[src/common/scrb_pkg.sv]
// Package for the sensor configuration register bank: register indices,
// control bit positions, reset values and access-port widths.
// Assumes one clock and a synchronous, active-high reset in the user module.
package scrb_pkg;

  // ==========================================================================
  // Widths
  // ==========================================================================
  localparam int unsigned ADDR_W = 8;
  localparam int unsigned DATA_W = 8;
  localparam int unsigned BANK_N = 24;
  localparam int unsigned IDX_W  = 5;

  typedef logic [ADDR_W-1:0] scrb_addr_t;
  typedef logic [DATA_W-1:0] scrb_data_t;
  typedef logic [IDX_W-1:0]  scrb_idx_t;

  // ==========================================================================
  // Register addresses (byte offsets on the serial register map)
  // ==========================================================================
  localparam scrb_addr_t ADDR_PRESSURE_TARGET_HIGH     = 8'h16;
  localparam scrb_addr_t ADDR_PRESSURE_TARGET_LOW      = 8'h17;
  localparam scrb_addr_t ADDR_TEMPERATURE_TARGET       = 8'h18;
  localparam scrb_addr_t ADDR_PRESSURE_WINDOW_HIGH     = 8'h19;
  localparam scrb_addr_t ADDR_PRESSURE_WINDOW_LOW      = 8'h1A;
  localparam scrb_addr_t ADDR_TEMPERATURE_WINDOW       = 8'h1B;
  localparam scrb_addr_t ADDR_PRESSURE_MINIMUM_HIGH    = 8'h1C;
  localparam scrb_addr_t ADDR_PRESSURE_MINIMUM_MID     = 8'h1D;
  localparam scrb_addr_t ADDR_PRESSURE_MINIMUM_LOW     = 8'h1E;
  localparam scrb_addr_t ADDR_TEMPERATURE_MINIMUM_HIGH = 8'h1F;
  localparam scrb_addr_t ADDR_TEMPERATURE_MINIMUM_LOW  = 8'h20;
  localparam scrb_addr_t ADDR_PRESSURE_MAXIMUM_HIGH    = 8'h21;
  localparam scrb_addr_t ADDR_PRESSURE_MAXIMUM_MID     = 8'h22;
  localparam scrb_addr_t ADDR_PRESSURE_MAXIMUM_LOW     = 8'h23;
  localparam scrb_addr_t ADDR_TEMPERATURE_MAXIMUM_HIGH = 8'h24;
  localparam scrb_addr_t ADDR_TEMPERATURE_MAXIMUM_LOW  = 8'h25;
  localparam scrb_addr_t ADDR_MODE_OVERSAMPLE_CONTROL  = 8'h26;
  localparam scrb_addr_t ADDR_ACQUISITION_STEP_CONTROL = 8'h27;
  localparam scrb_addr_t ADDR_IRQ_PIN_CONFIG           = 8'h28;
  localparam scrb_addr_t ADDR_IRQ_ENABLES              = 8'h29;
  localparam scrb_addr_t ADDR_IRQ_PIN_ROUTING          = 8'h2A;
  localparam scrb_addr_t ADDR_PRESSURE_USER_OFFSET     = 8'h2B;
  localparam scrb_addr_t ADDR_TEMPERATURE_USER_OFFSET  = 8'h2C;
  localparam scrb_addr_t ADDR_ALTITUDE_USER_OFFSET     = 8'h2D;

  localparam scrb_addr_t ADDR_BANK_FIRST = ADDR_PRESSURE_TARGET_HIGH;
  localparam scrb_addr_t ADDR_BANK_LAST  = ADDR_ALTITUDE_USER_OFFSET;
  localparam scrb_addr_t ADDR_WRAP       = 8'h0C;
  localparam scrb_addr_t ADDR_STEP       = 8'h01;

  // ==========================================================================
  // Control bits that stay writable in the active mode
  // ==========================================================================
  localparam int unsigned BIT_STANDBY_ACTIVE_SELECT = 0;
  localparam int unsigned BIT_ONE_SHOT_TRIGGER      = 1;
  localparam int unsigned BIT_SOFT_RESET            = 2;
  localparam scrb_data_t  MASK_ANY_MODE             = 8'h07;

  // ==========================================================================
  // Reset values
  // ==========================================================================
  localparam scrb_data_t RESET_VALUE = 8'h00;
  localparam scrb_data_t READ_ZERO   = 8'h00;

endpackage : scrb_pkg

[src/verilog/scrb_register_bank.sv]
// Configuration register bank at 16h..2Dh with its own register pointer.
// Assumes a serial front end that turns each bus byte into one-cycle pulses
// on the access port, synchronous to clock; reset is synchronous, active high.
//
// Behaviour
// - The 16-bit pressure target is held in 16h (high byte) and 17h (low byte), read/write, reset 00h.
// - The 16-bit pressure window is held in 19h (high byte) and 1Ah (low byte), read/write.
// - The 20-bit pressure minimum sits in 1Ch..1Eh, bits 19:12, 11:4, then 3:0 in the last byte.
// - The 20-bit pressure maximum sits in 21h..23h, ordered from most to least significant.
// - The 16-bit temperature minimum sits in 1Fh (high) and 20h (low), both host writable.
// - The 16-bit temperature maximum sits in 24h (high) and 25h (low), both host writable.
// - Pressure, temperature and altitude user offsets sit at 2Bh, 2Ch and 2Dh, reset 00h.
// - On multi-byte access the pointer steps by one, and after 2Dh it wraps to 0Ch.
// - Moving from active to standby leaves every register here unchanged.
// - Target, window, minimum and maximum registers accept writes in either mode.
// - Control registers one, three, four and five change only in standby, except three bits of one.
// - Moving from standby to active does not reset any register from 16h to 2Dh.
`timescale 1ns/1ps
`default_nettype none

module scrb_register_bank
(
  input  wire logic              clock,
  input  wire logic              rst,
  input  wire logic              acc_start,
  input  wire scrb_pkg::scrb_addr_t acc_addr,
  input  wire logic              acc_write,
  input  wire scrb_pkg::scrb_data_t acc_wdata,
  input  wire logic              acc_read,
  output var  scrb_pkg::scrb_data_t acc_rdata,
  output var  logic              acc_rvalid,
  output var  scrb_pkg::scrb_addr_t pointer,
  output var  logic              active_mode,
  output var  scrb_pkg::scrb_data_t mode_oversample_control,
  output var  scrb_pkg::scrb_data_t acquisition_step_control,
  output var  scrb_pkg::scrb_data_t irq_pin_config,
  output var  scrb_pkg::scrb_data_t irq_enables,
  output var  scrb_pkg::scrb_data_t irq_pin_routing
);
  import scrb_pkg::*;

  // ==========================================================================
  // Decode helpers
  // ==========================================================================
  function automatic logic in_bank(input scrb_addr_t a);
    in_bank = (a >= ADDR_BANK_FIRST) && (a <= ADDR_BANK_LAST);
  endfunction : in_bank

  function automatic scrb_idx_t bank_index(input scrb_addr_t a);
    scrb_addr_t d;
    d = a - ADDR_BANK_FIRST;
    bank_index = d[IDX_W-1:0];
  endfunction : bank_index

  function automatic scrb_addr_t step_pointer(input scrb_addr_t a);
    if (a == ADDR_BANK_LAST)
      step_pointer = ADDR_WRAP;
    else
      step_pointer = a + ADDR_STEP;
  endfunction : step_pointer

  // Control registers one, three, four and five are standby-only.
  function automatic logic standby_only(input scrb_addr_t a);
    standby_only = (a == ADDR_MODE_OVERSAMPLE_CONTROL) ||
                   (a == ADDR_IRQ_PIN_CONFIG) ||
                   (a == ADDR_IRQ_ENABLES) ||
                   (a == ADDR_IRQ_PIN_ROUTING);
  endfunction : standby_only

  // ==========================================================================
  // Storage
  // ==========================================================================
  // One byte per address; the value and multi-byte layout of targets, windows,
  // extremes and offsets are exactly as the host writes them.
  scrb_data_t bank [BANK_N];

  scrb_data_t next_byte;
  logic       write_hit;
  scrb_idx_t  write_idx;
  logic       ctrl1_hit;

  assign write_hit = acc_write && !acc_start && in_bank(pointer);
  assign write_idx = bank_index(pointer);
  assign ctrl1_hit = pointer == ADDR_MODE_OVERSAMPLE_CONTROL;

  // Merge rule for the write data: in active mode only the three any-mode bits
  // of control register one may change; other standby-only registers keep all.
  always_comb
  begin
    next_byte = acc_wdata;
    if (active_mode && standby_only(pointer))
    begin
      if (ctrl1_hit)
        next_byte = (bank[write_idx] & ~MASK_ANY_MODE) | (acc_wdata & MASK_ANY_MODE);
      else
        next_byte = bank[write_idx];
    end
  end

  // ==========================================================================
  // Register writes
  // ==========================================================================
  // Only the reset input clears the bank; the mode bit never does, so mode
  // changes in either direction leave contents as last written.
  always_ff @(posedge clock)
  begin
    if (rst)
    begin
      for (int i = 0; i < BANK_N; i++)
        bank[i] <= RESET_VALUE;
    end
    else if (write_hit)
    begin
      bank[write_idx] <= next_byte;
    end
  end

  // ==========================================================================
  // Register pointer
  // ==========================================================================
  // A start pulse loads the pointer and takes priority over any byte pulse
  // in the same cycle, which is then dropped.
  always_ff @(posedge clock)
  begin
    if (rst)
      pointer <= ADDR_WRAP;
    else if (acc_start)
      pointer <= acc_addr;
    else if (acc_write || acc_read)
      pointer <= step_pointer(pointer);
  end

  // ==========================================================================
  // Read path
  // ==========================================================================
  // Addresses outside this bank answer 00h; the lower map lives elsewhere.
  always_ff @(posedge clock)
  begin
    if (rst)
    begin
      acc_rdata  <= READ_ZERO;
      acc_rvalid <= 1'b0;
    end
    else
    begin
      acc_rvalid <= acc_read && !acc_start;
      if (acc_read && !acc_start)
        acc_rdata <= in_bank(pointer) ? bank[bank_index(pointer)] : READ_ZERO;
    end
  end

  // ==========================================================================
  // Control outputs
  // ==========================================================================
  // Mirrors are registered copies, so they lag the bank by one cycle.
  always_ff @(posedge clock)
  begin
    if (rst)
    begin
      active_mode              <= 1'b0;
      mode_oversample_control  <= RESET_VALUE;
      acquisition_step_control <= RESET_VALUE;
      irq_pin_config           <= RESET_VALUE;
      irq_enables              <= RESET_VALUE;
      irq_pin_routing          <= RESET_VALUE;
    end
    else
    begin
      active_mode <= bank[bank_index(ADDR_MODE_OVERSAMPLE_CONTROL)][BIT_STANDBY_ACTIVE_SELECT];
      mode_oversample_control  <= bank[bank_index(ADDR_MODE_OVERSAMPLE_CONTROL)];
      acquisition_step_control <= bank[bank_index(ADDR_ACQUISITION_STEP_CONTROL)];
      irq_pin_config           <= bank[bank_index(ADDR_IRQ_PIN_CONFIG)];
      irq_enables              <= bank[bank_index(ADDR_IRQ_ENABLES)];
      irq_pin_routing          <= bank[bank_index(ADDR_IRQ_PIN_ROUTING)];
    end
  end

endmodule : scrb_register_bank

`default_nettype wire

[config.mk]
export PLATFORM = sky130hd
export DESIGN_NAME = scrb_register_bank
export DESIGN_NICKNAME = d
export VERILOG_FILES = /design/src/common/scrb_pkg.sv /design/src/verilog/scrb_register_bank.sv
export SDC_FILE = /design/constraint.sdc
export NUM_CORES = 1
export LEC_CHECK = 0
export BUFFER_PORTS_ARGS = -buffer_cell sky130_fd_sc_hd__buf_2
export CORE_MARGIN = 2
export CORE_UTILIZATION = 50
export DETAILED_ROUTE_END_ITERATION = 8
export PLACE_DENSITY = 0.67
export SLEW_MARGIN = 20
export SYNTH_ARGS = -nofsm -noshare
export SYNTH_HDL_FRONTEND = slang
export SYNTH_SLANG_ARGS = --single-unit
[constraint.sdc]
create_clock -name clock -period 5.1 [get_ports clock]
set_input_delay 0.255 -clock clock [delete_from_list [all_inputs] [get_ports clock]]
set_output_delay 0.255 -clock clock [all_outputs]
set_load 0.01 [all_outputs]
[Word-level counts from Yosys, hierarchy flattened]
Memory sizes are Yosys's and may differ from the RTL's. A register that Yosys moved wholly into a read port is not among the register bits.
Cells that the tools add are included.
Word-level totals
  flip-flop bits (word level): 26
  bits in writable memories: 192
  input bits: 21
  output and inout port bits: 58
  logic and storage cells: 42
  memories: 1
Memory list
  bank: words 24, bits a word 8, read ports 6, clocked after Yosys merged registers in 4, write ports 24, RTL line scrb_register_bank.sv:75  | scrb_data_t bank [BANK_N];
Operators by class
  $add $sub $neg: 2
  $lt $le $gt $ge: 2
  eq/ne operators: 5
  mux-type cells: 14
  bitwise operators: 1
  reduce and logical (&&, ||, !) cells: 12
Operators with widths (number)
  2-to-1 mux 8 bit: 7
  equality test 8 x 6 -> 1 bit (second input constant): 5
  adder 8 x 1 -> 8 bit (second input constant): 1
  greater-or-equal comparator 8 x 5 -> 1 bit (second input constant): 1
  <= comparator 8 x 6 -> 1 bit (second input constant): 1
  OR 8 x 3 -> 8 bit: 1
  OR reduction 8 bit: 1
  2-to-1 mux 1 bit: 6
  logical AND 1 bit: 5
  2-to-1 mux 5 bit: 1
  subtractor 5 bit (second input constant): 1
  logical OR 1 bit: 4
  nonzero test 2 bit: 1
  logical NOT 1 bit: 1

[Depth between registers and ports, before layout]
Gate-level depths: netlist (run 1).
  depth in word-level cells: 8
  depth in mapped cells: 12
  mapped depth without buffers: 8

[Least setup slack after synthesis (run 1)]
No wires, ideal clock.
  path kind: register -> register
  start point: register pointer[0]
  end point: memory bank[24][3] in the netlist's numbering (data pin)
  setup time: 0.294 ns
  arrival: 2.865 ns
  data required time: 4.806 ns
  slack: 1.941 ns
  cell stages (with the launch flop): 11
  buffers on the path: 4
  clock period less this slack: 3.159 ns
  path through: dfxtp_1 -> buf_6 -> buf_4 -> buf_4 -> inv_1 -> ha_1 -> o311ai_0 -> a21oi_2 -> nor2_1 -> clkbuf_1 -> a21oi_2
RTL lines
  start, declared: RTL line scrb_register_bank.sv:32  | output var scrb_pkg::scrb_addr_t pointer,
  start signal, assigned: RTL line scrb_register_bank.sv:128  | pointer <= acc_addr;
  start signal, assigned: RTL line scrb_register_bank.sv:130  | pointer <= step_pointer(pointer);
  end, declared: RTL line scrb_register_bank.sv:75

==> out/results.txt, run 1 <==
run status: completed
# rows: 61
final hold viol count: 0
Max FO, Critical Path: 19
Post-CTS Setup Repair Bufs: 0
Setup CP Type: reg -> reg
core area: 27700 um^2
Inserted Clock Buffers: 31
post-synthesis mux area share: 0.109
Vias: 8781
RePlAce Congestion: 0.874
post-synthesis register bit count: 313
PD cells: 379 nW/um^2
Setup crit start kind: register
# port buffers: 78
adder-cell share of the synthesized area: 0.00534
NumNets Final: 1054
Seq/Total Area, Yosys: 0.628
crit path cell chain: ha_1 -> inv_1 -> o21ai_1 -> o22ai_1 -> nor4_4 -> buf_4 -> a211oi_1
Final Cycle Share: 0.804
clock period minus worst slack: 4.10 ns
Avg Synthesized Cell Area: 14.5 um^2
Setup TNS Final: 0 ns
Req. time, crit path: 5.39 ns
Synth area leaders: edfxtp_1 (55%), mux4_2 (9.1%), dfxtp_1 (8.1%)
H-Tree Level Count: 1
Root Buffer: clkbuf_16
Final Skew: 0.0187 ns
Synth Area in Compound Gates: 0.110
Avg WL per Cell: 25.3 um
Setup crit end kind: register
die area: 29500 um^2
fill count: 2195
biggest area consumer among synthesized cells: edfxtp_1
HPWL after DPL: 23.9 mm
Fmax: 244 MHz
gr usage total: 0.249
gr ovfl total: 0
critical path's slowest cell: ha_1
Slew Limit Fails: 0
Synth cell types: 61
CTS sink cnt: 313
Avg Vias per Cell: 6.14
R2R Path Start: pointer[2]$_SDFFE_PP1P_
syn_nets: 994
worst slew pin tran: 0.977 ns
IO Pins: 79
post-synthesis simple-gate area fraction: 0.108
top-area cell type share of the netlist area: 0.547
ANT cells: 0
hold crit path type: in -> reg
kind of cell adding the most delay to the critical path: compound AO/OA/AOI/OAI gates
Hold Crit Start: acc_addr[2]
DRT Pass-1 Iters: 5
DRC Markers: 0
clk_lat worst skew: 0.57 ns
Antenna Nets Post-Route: 0
Slew headroom: 0.346
Critical path origin: pointer[2]$_SDFFE_PP1P_
Main synth FF type: edfxtp_1
Non-Filler Instances: 1430
Placed Cells: 1370
RSZ-0062 raised after global routing: no
Worst Path Arrival: 4.38 ns
largest net degree at the start of global routing: 75
number of global-route vias before repair: 8535
largest family of logic cells by synthesized area: compound AO/OA/AOI/OAI gates
share of cells above drive strength 1: 0.280
placed cell areas: 14700 um^2
Longest Clk Path Bufs: 3
Post-Layout Inst Area: 15800 um^2
P_leak: 5.65 nW
WP buf/inv: 2
Die Width: 172 um
asr flop ratio synth: 0
cell count after synthesis: 967
xor/xnor share of the synthesized area: 0.00249
global-route wire length before repair: 53.7 mm
DRT iter0 DRCs: 843
Area Growth Syn to Fin: 12.7%
Syn. warnings: 0
number of synthesized flops with an enable pin: 256
Largest stage delay, worst path: 0.94 ns
endpoints failing setup: 0
drt total wl: 36.2 mm
Die Height: 172 um
Worst-path clk slew: 0.06 ns
Max Cap Viol: 0
synthesized cell area: 14100 um^2
CTS tree: yes
Starting Density: 0.507
worst vdd ir: 0.257 mV
antenna violations before repair: 0
-- state kept, by name, indices dropped and copies added, names as in the netlist --
name	flops
acc_rdata	8
acc_rvalid	1
acquisition_step_control	8
active_mode	1
bank	256
irq_enables	8
irq_pin_config	8
irq_pin_routing	8
mode_oversample_control	7
pointer	8
-- worst register-to-register path, delay by kind of cell, from the launching register on --
| family | cells | cell delay [ns] |
|---|---|---|
| AOI/OAI and AO/OA | 3 | 0.98 |
| adders and majority gates | 1 | 0.95 |
| buffers and inverters | 2 | 0.92 |
| DFF | 1 | 0.43 |
| and+or+nand+nor | 1 | 0.54 |
-- Yosys cell counts, types with 9 or more instances --
master / n
edfxtp_1: 256
nor2_1: 107
a211oi_1: 71
dfxtp_1: 57
mux4_2: 57
nor2b_1: 41
clkbuf_1: 31
a211oi_2: 29
inv_1: 29
buf_2: 28
nand2b_1: 25
nand2_1: 21
mux2i_1: 19
nand2_2: 18
nor3_1: 18
a21oi_1: 16
o21ai_0: 13
a22o_1: 11
buf_6: 10
nand3_1: 9
-- worst paths after layout --
| kind | to | slack (ns) | depth (start not counted) |
|---|---|---|---|
| max reg2reg | bank[22][5]$_SDFFCE_PN0P_ | 1.00 | 7 |
| min reg2reg | mode_oversample_control[2]$_SDFF_PP0_ | 0.49 | 1 |
| min | pointer[2]$_SDFFE_PP1P_ | 0.05 | 4 |
| max | bank[22][5]$_SDFFCE_PN0P_ | 1.00 | 7 |
-- through the flow --
step / worst slack [ns] / power (mW) / util / hold WS (ns)
floorplan: 1.94 / 3.38 / - / 0.422
global placement: 1.22 / 3.57 / 0.531 / 0.472
detailed placement: 1.06 / 3.58 / 0.531 / 0.474
CTS: 1.08 / 6.03 / 0.572 / 0.0364
global route: 0.783 / 6.17 / 0.572 / 0.0598
finish: 1.00 / 6.01 / 0.572 / 0.0514
-- cell type report --
cell class / instances / area [um^2] / share of cell area
multi-input cells: 549 / 4730 / 0.298
clock buffers: 42 / 867 / 0.0547
inverters: 29 / 109 / 0.00687
clock inverters: 16 / 249 / 0.0157
well taps: 378 / 473 / 0.0298
repair buffers: 103 / 583 / 0.0368
flip-flops and latches: 313 / 8840 / 0.558
-- metal layers --
| layer | routed length, um | global-route usage |
|---|---|---|
| met3 | 2820 | 0.0430 |
| met1 | 15200 | 0.351 |
| met4 | 1210 | 0.0877 |
| met2 | 17000 | 0.391 |
| met5 | 0 | 0 |
-- where the power goes --
group / switching, mW / internal, mW / leakage [nW]
combinational: 0.433 / 0.227 / 2.07
clock: 0.985 / 1.50 / 0.540
sequential: 0.0439 / 2.82 / 3.04
-- placed cells by master (no fill, tap or decap), types with 21 or more instances in the layout --
cell type  instances
a211oi_1          71
buf_2             78
a211oi_2          29
clkbuf_16         31
nor2_1           100
mux4_2            57
buf_4             23
inv_1             29
dfxtp_1           55
nor2b_1           41
nand2_1           21
edfxtp_1         256
nand2b_1          25
-- timing repair --
item | 4_1_cts | 5_1_grt
endpoints found under the hold margin | 2 | 0
resized for setup | 0 | 0
hold buffers | 2 | 0
-- logic make-up after synthesis --
family | after synthesis
compound gates | 187
xor+xnor | 4
buf+inv | 105
fa+ha+maj | 6
flops | 313
mux | 81
simple gates | 271
Power figures use the tool's default switching activity.
==> inputs of run 2 (changes only) <==
--- a/config.mk
+++ b/config.mk
@@ -9,7 +9,7 @@
 export CORE_MARGIN = 2
 export CORE_UTILIZATION = 50
 export DETAILED_ROUTE_END_ITERATION = 8
-export PLACE_DENSITY = 0.67
+export PLACE_DENSITY = 0.7
 export SLEW_MARGIN = 20
 export SYNTH_ARGS = -nofsm -noshare
 export SYNTH_HDL_FRONTEND = slang
==> constraint.sdc (replaced) <==
create_clock -name clock -period 3.7 [get_ports clock]
set_input_delay 0.185 -clock clock [delete_from_list [all_inputs] [get_ports clock]]
set_output_delay 0.185 -clock clock [all_outputs]
set_load 0.01 [all_outputs]
==> run 2 against run 1 <==
Die area stayed put. Critical path depth up 2. Total power rose by 36%. Cell count rose by 1.9%. First-iteration DRC count is 53% higher. Largest power group unchanged. Utilization grew 0.63 points. Non-clock buffer count grew 28. Sequential cell count did not move. Global-route usage rose by 0.32 points.
==> out/results.txt, run 2 (synthesized netlist as in run 1, its figures left out) <==
Worst-path clk slew: 0.07 ns (about the same)
die area: 29500 um^2 (unchanged)
Max FO, Critical Path: 75 (+56)
Final Skew: 0.00997 ns (-0.00872 ns)
Pwr Total: 8.15 mW (+36%)
max FFs per register: 256 (unchanged)
RSZ-0062 raised after global routing: no
ANT cells: 0 (unchanged)
CTS sink cnt: 313 (unchanged)
kind of cell adding the most delay to the critical path: buffers and inverters
# port buffers: 78 (unchanged)
Avg Vias per Cell: 6.10 (-0.60%)
P_leak: 5.78 nW (+2.3%)
number of global-route vias before repair: 8643 (+1.3%)
end of the worst register-to-register path: bank[26][7]$_DFFE_PP_
crit path cell chain: buf_12 -> inv_1 -> ha_1 -> o311ai_0 -> buf_4 -> a21oi_4 -> mux2i_2 -> buf_4 -> nor2_1
final hold viol count: 0 (unchanged)
Area Growth Syn to Fin: 14.0%
WP buf/inv: 4 (+2)
CTS tree: yes
Avg WL per Cell: 24.9 um (-1.6%)
Die Width: 172 um (unchanged)
Worst Path Arrival: 3.62 ns (-0.76 ns)
commonest non-fill, non-tap cell in the layout: edfxtp_1
CP Depth: 9 (+2)
Antenna Nets Post-Route: 0 (unchanged)
Setup crit end kind: register
Non-Filler Instances: 1457 (+1.9%)
gr ovfl total: 0 (unchanged)
gr usage total: 0.252 (+0.00325)
largest net degree at the start of global routing: 76 (+1.3%)
H-Tree Level Count: 1 (unchanged)
PD cells: 509 nW/um^2 (+34%)
Fin Hold WS: 0.0450 ns (-0.00642 ns)
NumNets Final: 1082 (+2.7%)
Inserted Clock Buffers: 31 (unchanged)
most frequent cells in the layout: edfxtp_1 (256), nor2_1 (100), buf_2 (78)
fill count: 2160 (-1.6%)
clk_lat worst skew: 0.56 ns (about the same)
HPWL after DPL: 24.1 mm (+0.90%)
Req. time, crit path: 3.97 ns (-1.42 ns)
Slew headroom: 0.379 (+0.0326)
worst slew pin tran: 0.932 ns (-0.0454 ns)
Largest stage delay, worst path: 0.51 ns (-0.43 ns)
Critical path origin: pointer[1]$_SDFFE_PP0P_
clock period minus worst slack: 3.35 ns (-0.748 ns)
most flop-heavy register: bank
CP most frequent cell: buf_4
hold crit path type: in -> reg
Fmax: 298 MHz (+22%)
Setup TNS Final: 0 ns (unchanged)
Vias: 8893 (+1.3%)
sequential cell area: 8840 um^2 (unchanged)
DRT Pass-1 Iters: 5 (unchanged)
FF-to-FF path depth: 9 (+2)
Root Buffer: clkbuf_16
# rows: 61 (unchanged)
core area: 27700 um^2 (unchanged)
Starting Density: 0.507 (unchanged)
Final Cycle Share: 0.906 (+0.102)
DRC Markers: 0 (unchanged)
Setup CP Type: reg -> reg
R2R Path Start: pointer[1]$_SDFFE_PP0P_
multi-input logic area: 4730 um^2 (unchanged)
endpoints failing setup: 0 (unchanged)
worst vdd ir: 0.400 mV (+56%)
Reg2Reg Setup Slack: 0.35 ns (-0.65 ns)
global-route wire length before repair: 54.6 mm (+1.8%)
Max Cap Viol: 0 (unchanged)
DRT iter0 DRCs: 1290 (+53%)
Longest Clk Path Bufs: 3 (unchanged)
Die Height: 172 um (unchanged)
antenna violations before repair: 0 (unchanged)
CP endpoint: bank[26][7]$_DFFE_PP_
RePlAce Congestion: 0.886 (+1.4%)
Placed Cells: 1393 (+1.7%)
run status: completed
IO Pins: 79 (unchanged)
critical path's slowest cell: nor2_1
share of cells above drive strength 1: 0.297 (+0.0162)
Slew Limit Fails: 0 (unchanged)
Setup crit start kind: register
drt total wl: 36.3 mm (+0.26%)
[run 2: worst reg2reg max path, delay by kind of cell, from the launching register on]
kind | cells | cell delay [ns]
buf+inv | 4 | 1.13
mux | 1 | 0.19
fa+ha+maj | 1 | 0.34
simple gates | 1 | 0.52
flops | 1 | 0.36
compound gates | 2 | 0.53
[run 2: report_power, final]
part	total [mW]	internal (mW)	leakage (nW)	switching, mW
Combinational	0.980	0.341	2.21	0.639
Sequential	3.94	3.89	3.04	0.0460
Clock	3.23	1.90	0.534	1.33
Total	8.15	6.13	5.78	2.02
[run 2: final cells by class]
class | count | share of cell area
sequential | 313 | 0.552
timing repair buffer | 131 | 0.0511
clock inverter | 19 | 0.0107
multi-input combinational | 549 | 0.295
tap | 378 | 0.0295
inverter | 29 | 0.00679
clock buffer | 38 | 0.0552
[run 2: metal layers]
layer	up-vias	global-route usage	wire length (um)
met4	0	0.0825	1030
met5	-	0	0
met3	78	0.0359	2960
li1	3894	-	-
met2	460	0.401	17200
met1	4461	0.360	15100
[run 2: worst min path at each step]
stage	start	to	slack, ns	cells past startpoint
floorplan	acc_read	acc_rvalid$_SDFF_PP0_	0.35	1
global placement	acc_rdata[2]$_SDFFE_PP0P_	acc_rdata[2]$_SDFFE_PP0P_	0.46	2
detailed placement	acc_rdata[1]$_SDFFE_PP0P_	acc_rdata[1]$_SDFFE_PP0P_	0.45	2
CTS	acc_addr[0]	pointer[0]$_SDFFE_PP0P_	0.02	3
global route	acc_addr[3]	pointer[3]$_SDFFE_PP1P_	0.06	4
finish	acc_addr[0]	pointer[0]$_SDFFE_PP0P_	0.05	3
[run 2: what timing repair did]
| item | 4_1_cts | 5_1_grt |
|---|---|---|
| endpoints found under the hold margin | 6 | 0 |
| resized for setup | 0 | 0 |
| hold buffers | 7 | 0 |
| buffers inserted | 0 | 0 |
[run 2: metrics by stage]
| stage | setup slack [ns] | area, um^2 | utilization |
|---|---|---|---|
| after detailed placement | 0.380 | 14900 | 0.538 |
| after floorplan | 0.541 | 14100 | - |
| after global placement | 0.418 | 14900 | 0.538 |
| after global routing | 0.156 | 16000 | 0.578 |
| final | 0.349 | 16000 | 0.578 |
| after CTS | 0.365 | 16000 | 0.578 |
==> inputs of run 3 (changes only) <==
--- a/config.mk
+++ b/config.mk
@@ -9,7 +9,8 @@
 export CORE_MARGIN = 2
 export CORE_UTILIZATION = 50
 export DETAILED_ROUTE_END_ITERATION = 8
-export PLACE_DENSITY = 0.7
+export HOLD_SLACK_MARGIN = 0.06
+export PLACE_DENSITY = 0.72
 export SLEW_MARGIN = 20
 export SYNTH_ARGS = -nofsm -noshare
 export SYNTH_HDL_FRONTEND = slang
==> run 3 against run 2 <==
Largest power group unchanged. Clock power rose by 1%. Count of clock-buffer cells in the layout unchanged. Critical path type unchanged. Maximum frequency fell by 0.77%. Highest routed layer unchanged.
==> out/results.txt, run 3 (synthesized netlist as in run 1, its figures left out) <==
Area Growth Syn to Fin: 14.5%
R2R Path Start: pointer[1]$_SDFFE_PP0P_
Antenna Nets Post-Route: 0 (unchanged)
endpoint of the worst hold path: bank[22][1]$_SDFFCE_PN0P_
Setup TNS Final: 0 ns (unchanged)
endpoints failing setup: 0 (unchanged)
drt total wl: 35.7 mm (-1.4%)
# port buffers: 78 (unchanged)
PD cells: 509 nW/um^2 (about the same)
WHS Path Cells: 3 (unchanged)
clock network power share: 0.399 (+0.002)
NumNets Final: 1084 (+0.18%)
gr ovfl total: 0 (unchanged)
clk_lat worst skew: 0.57 ns (about the same)
RSZ-0062 raised after global routing: no
global-route wire length before repair: 53.3 mm (-2.5%)
HPWL after DPL: 23.8 mm (-1.6%)
Slew headroom: 0.217 (-0.162)
post-layout util: 0.581 (+0.00284)
Int Power: 6.16 mW (+0.39%)
Max Cap Viol: 0 (unchanged)
P_leak: 5.78 nW (about the same)
Setup CP Type: reg -> reg
hold crit path type: in -> reg
Final Cycle Share: 0.913 (+0.00699)
gr usage total: 0.245 (-0.00716)
worst vdd ir: 0.367 mV (-8.1%)
largest net degree at the start of global routing: 75 (-1.3%)
Fmax: 296 MHz (-0.77%)
commonest non-fill, non-tap cell in the layout: edfxtp_1
Req. time, crit path: 3.93 ns (-0.04 ns)
CTS sink cnt: 313 (unchanged)
Resize count post-CTS: 0 (unchanged)
Post-CTS Setup Repair Bufs: 0 (unchanged)
IO Pins: 79 (unchanged)
Starting Density: 0.507 (unchanged)
die area: 29500 um^2 (unchanged)
end of the worst register-to-register path: bank[25][6]$_DFFE_PP_
Longest Clk Path Bufs: 3 (unchanged)
part of the power in combinational logic: 0.120 (about the same)
antenna violations before repair: 0 (unchanged)
number of global-route vias before repair: 8606 (-0.43%)
CTS tree: yes
most frequent cells in the layout: edfxtp_1 (256), nor2_1 (100), buf_2 (78)
# rows: 61 (unchanged)
worst slew pin tran: 1.17 ns (+0.243 ns)
ANT cells: 0 (unchanged)
DRC Markers: 0 (unchanged)
share of cells above drive strength 1: 0.291 (-0.00517)
Place WS: 0.404 ns (+0.0241 ns)
worst setup margin: 0.323 ns (-0.0259 ns)
DRT iter0 DRCs: 1052 (-18%)
DRT Pass-1 Iters: 5 (unchanged)
Largest stage delay, worst path: 0.67 ns (+0.16 ns)
final hold viol count: 0 (unchanged)
Setup crit end kind: register
sequential share of power: 0.481 (-0.002)
Reg2Reg Setup Slack: 0.32 ns (-0.03 ns)
Die Height: 172 um (unchanged)
clock period minus worst slack: 3.38 ns (+0.0259 ns)
Root Buffer: clkbuf_16
Max FO, Critical Path: 25 (-67%)
Vias: 8892 (-0.011%)
Psw: 2.03 mW (+0.81%)
Worst-path clk slew: 0.07 ns (about the same)
most flop-heavy register: bank
Worst Path Arrival: 3.61 ns (about the same)
max FFs per register: 256 (unchanged)
hold_buf cts: 11 (+4)
Sw Share: 0.248 (+0.000772)
Hold Crit Start: acc_wdata[1]
crit path cell chain: buf_4 -> inv_1 -> ha_1 -> o311ai_0 -> buf_4 -> a21oi_4 -> mux2_2 -> inv_1
Avg WL per Cell: 24.5 um (-1.5%)
core area: 27700 um^2 (unchanged)
Fin Hold WS: 0.100 ns (+0.0551 ns)
Final Skew: 0.0246 ns (+0.0146 ns)
Die Width: 172 um (unchanged)
FF-to-FF path depth: 8 (-1)
Slew Limit Fails: 0 (unchanged)
H-Tree Level Count: 1 (unchanged)
run status: completed
critical path's slowest cell: mux2_2
RePlAce Congestion: 0.883 (-0.34%)
Avg Vias per Cell: 6.09 (-0.15%)
Inserted Clock Buffers: 31 (unchanged)
Setup crit start kind: register
==> run 3: layout make-up <==
class,count,area [um^2]
multi-input combinational,549,4730
sequential,313,8840
fill,2122,11600
inverter,29,109
clock buffer,38,845
timing repair buffer,133,881
clock inverter,19,228
tap,378,473
==> run 3: power by group through the flow <==
| stage | Sequential (mW) | Clock [mW] | Combinational, mW |
|---|---|---|---|
| finish | 3.94 | 3.27 | 0.981 |
| global route | 3.95 | 3.42 | 1.03 |
| floorplan | 4.00 | 0 | 0.664 |
| CTS | 3.94 | 3.29 | 0.973 |
| detailed placement | 4.02 | 0 | 0.959 |
| global placement | 4.01 | 0 | 0.949 |
==> run 3: metal layers <==
metal | GRT usage | wire length [um]
met5 | 0 | 0
met1 | 0.341 | 14700
met4 | 0.0682 | 875
met2 | 0.393 | 16800
met3 | 0.0513 | 3350
==> run 3: metrics by stage <==
| step | total power, mW | instance area (um^2) | cells |
|---|---|---|---|
| finish | 8.19 | 16100 | 1459 |
| global route | 8.40 | 16100 | 1459 |
| CTS | 8.20 | 16100 | 1459 |
| detailed placement | 4.98 | 14900 | 1391 |
| global placement | 4.96 | 14900 | 1391 |
| floorplan | 4.66 | 14100 | 967 |
==> run 3: worst max-delay path by stage <==
stage / start / to / cells after the start
floorplan: pointer[0]$_SDFFE_PP0P_ / bank[24][3]$_DFFE_PP_ / 10
global placement: pointer[1]$_SDFFE_PP0P_ / bank[29][6]$_DFFE_PP_ / 8
detailed placement: pointer[1]$_SDFFE_PP0P_ / bank[30][6]$_DFFE_PP_ / 8
CTS: pointer[1]$_SDFFE_PP0P_ / bank[25][6]$_DFFE_PP_ / 8
global route: pointer[1]$_SDFFE_PP0P_ / bank[25][6]$_DFFE_PP_ / 8
finish: pointer[1]$_SDFFE_PP0P_ / bank[25][6]$_DFFE_PP_ / 8
==> run 3: critical path: cells and delay by family (launching register included) <==
kind / cells / cell delay, ns
adder cells (fa/ha/maj): 1 / 0.32
buffers and inverters: 4 / 1.02
AO/OA/AOI/OAI: 2 / 0.55
flip-flops: 1 / 0.49
multiplexers: 1 / 0.67
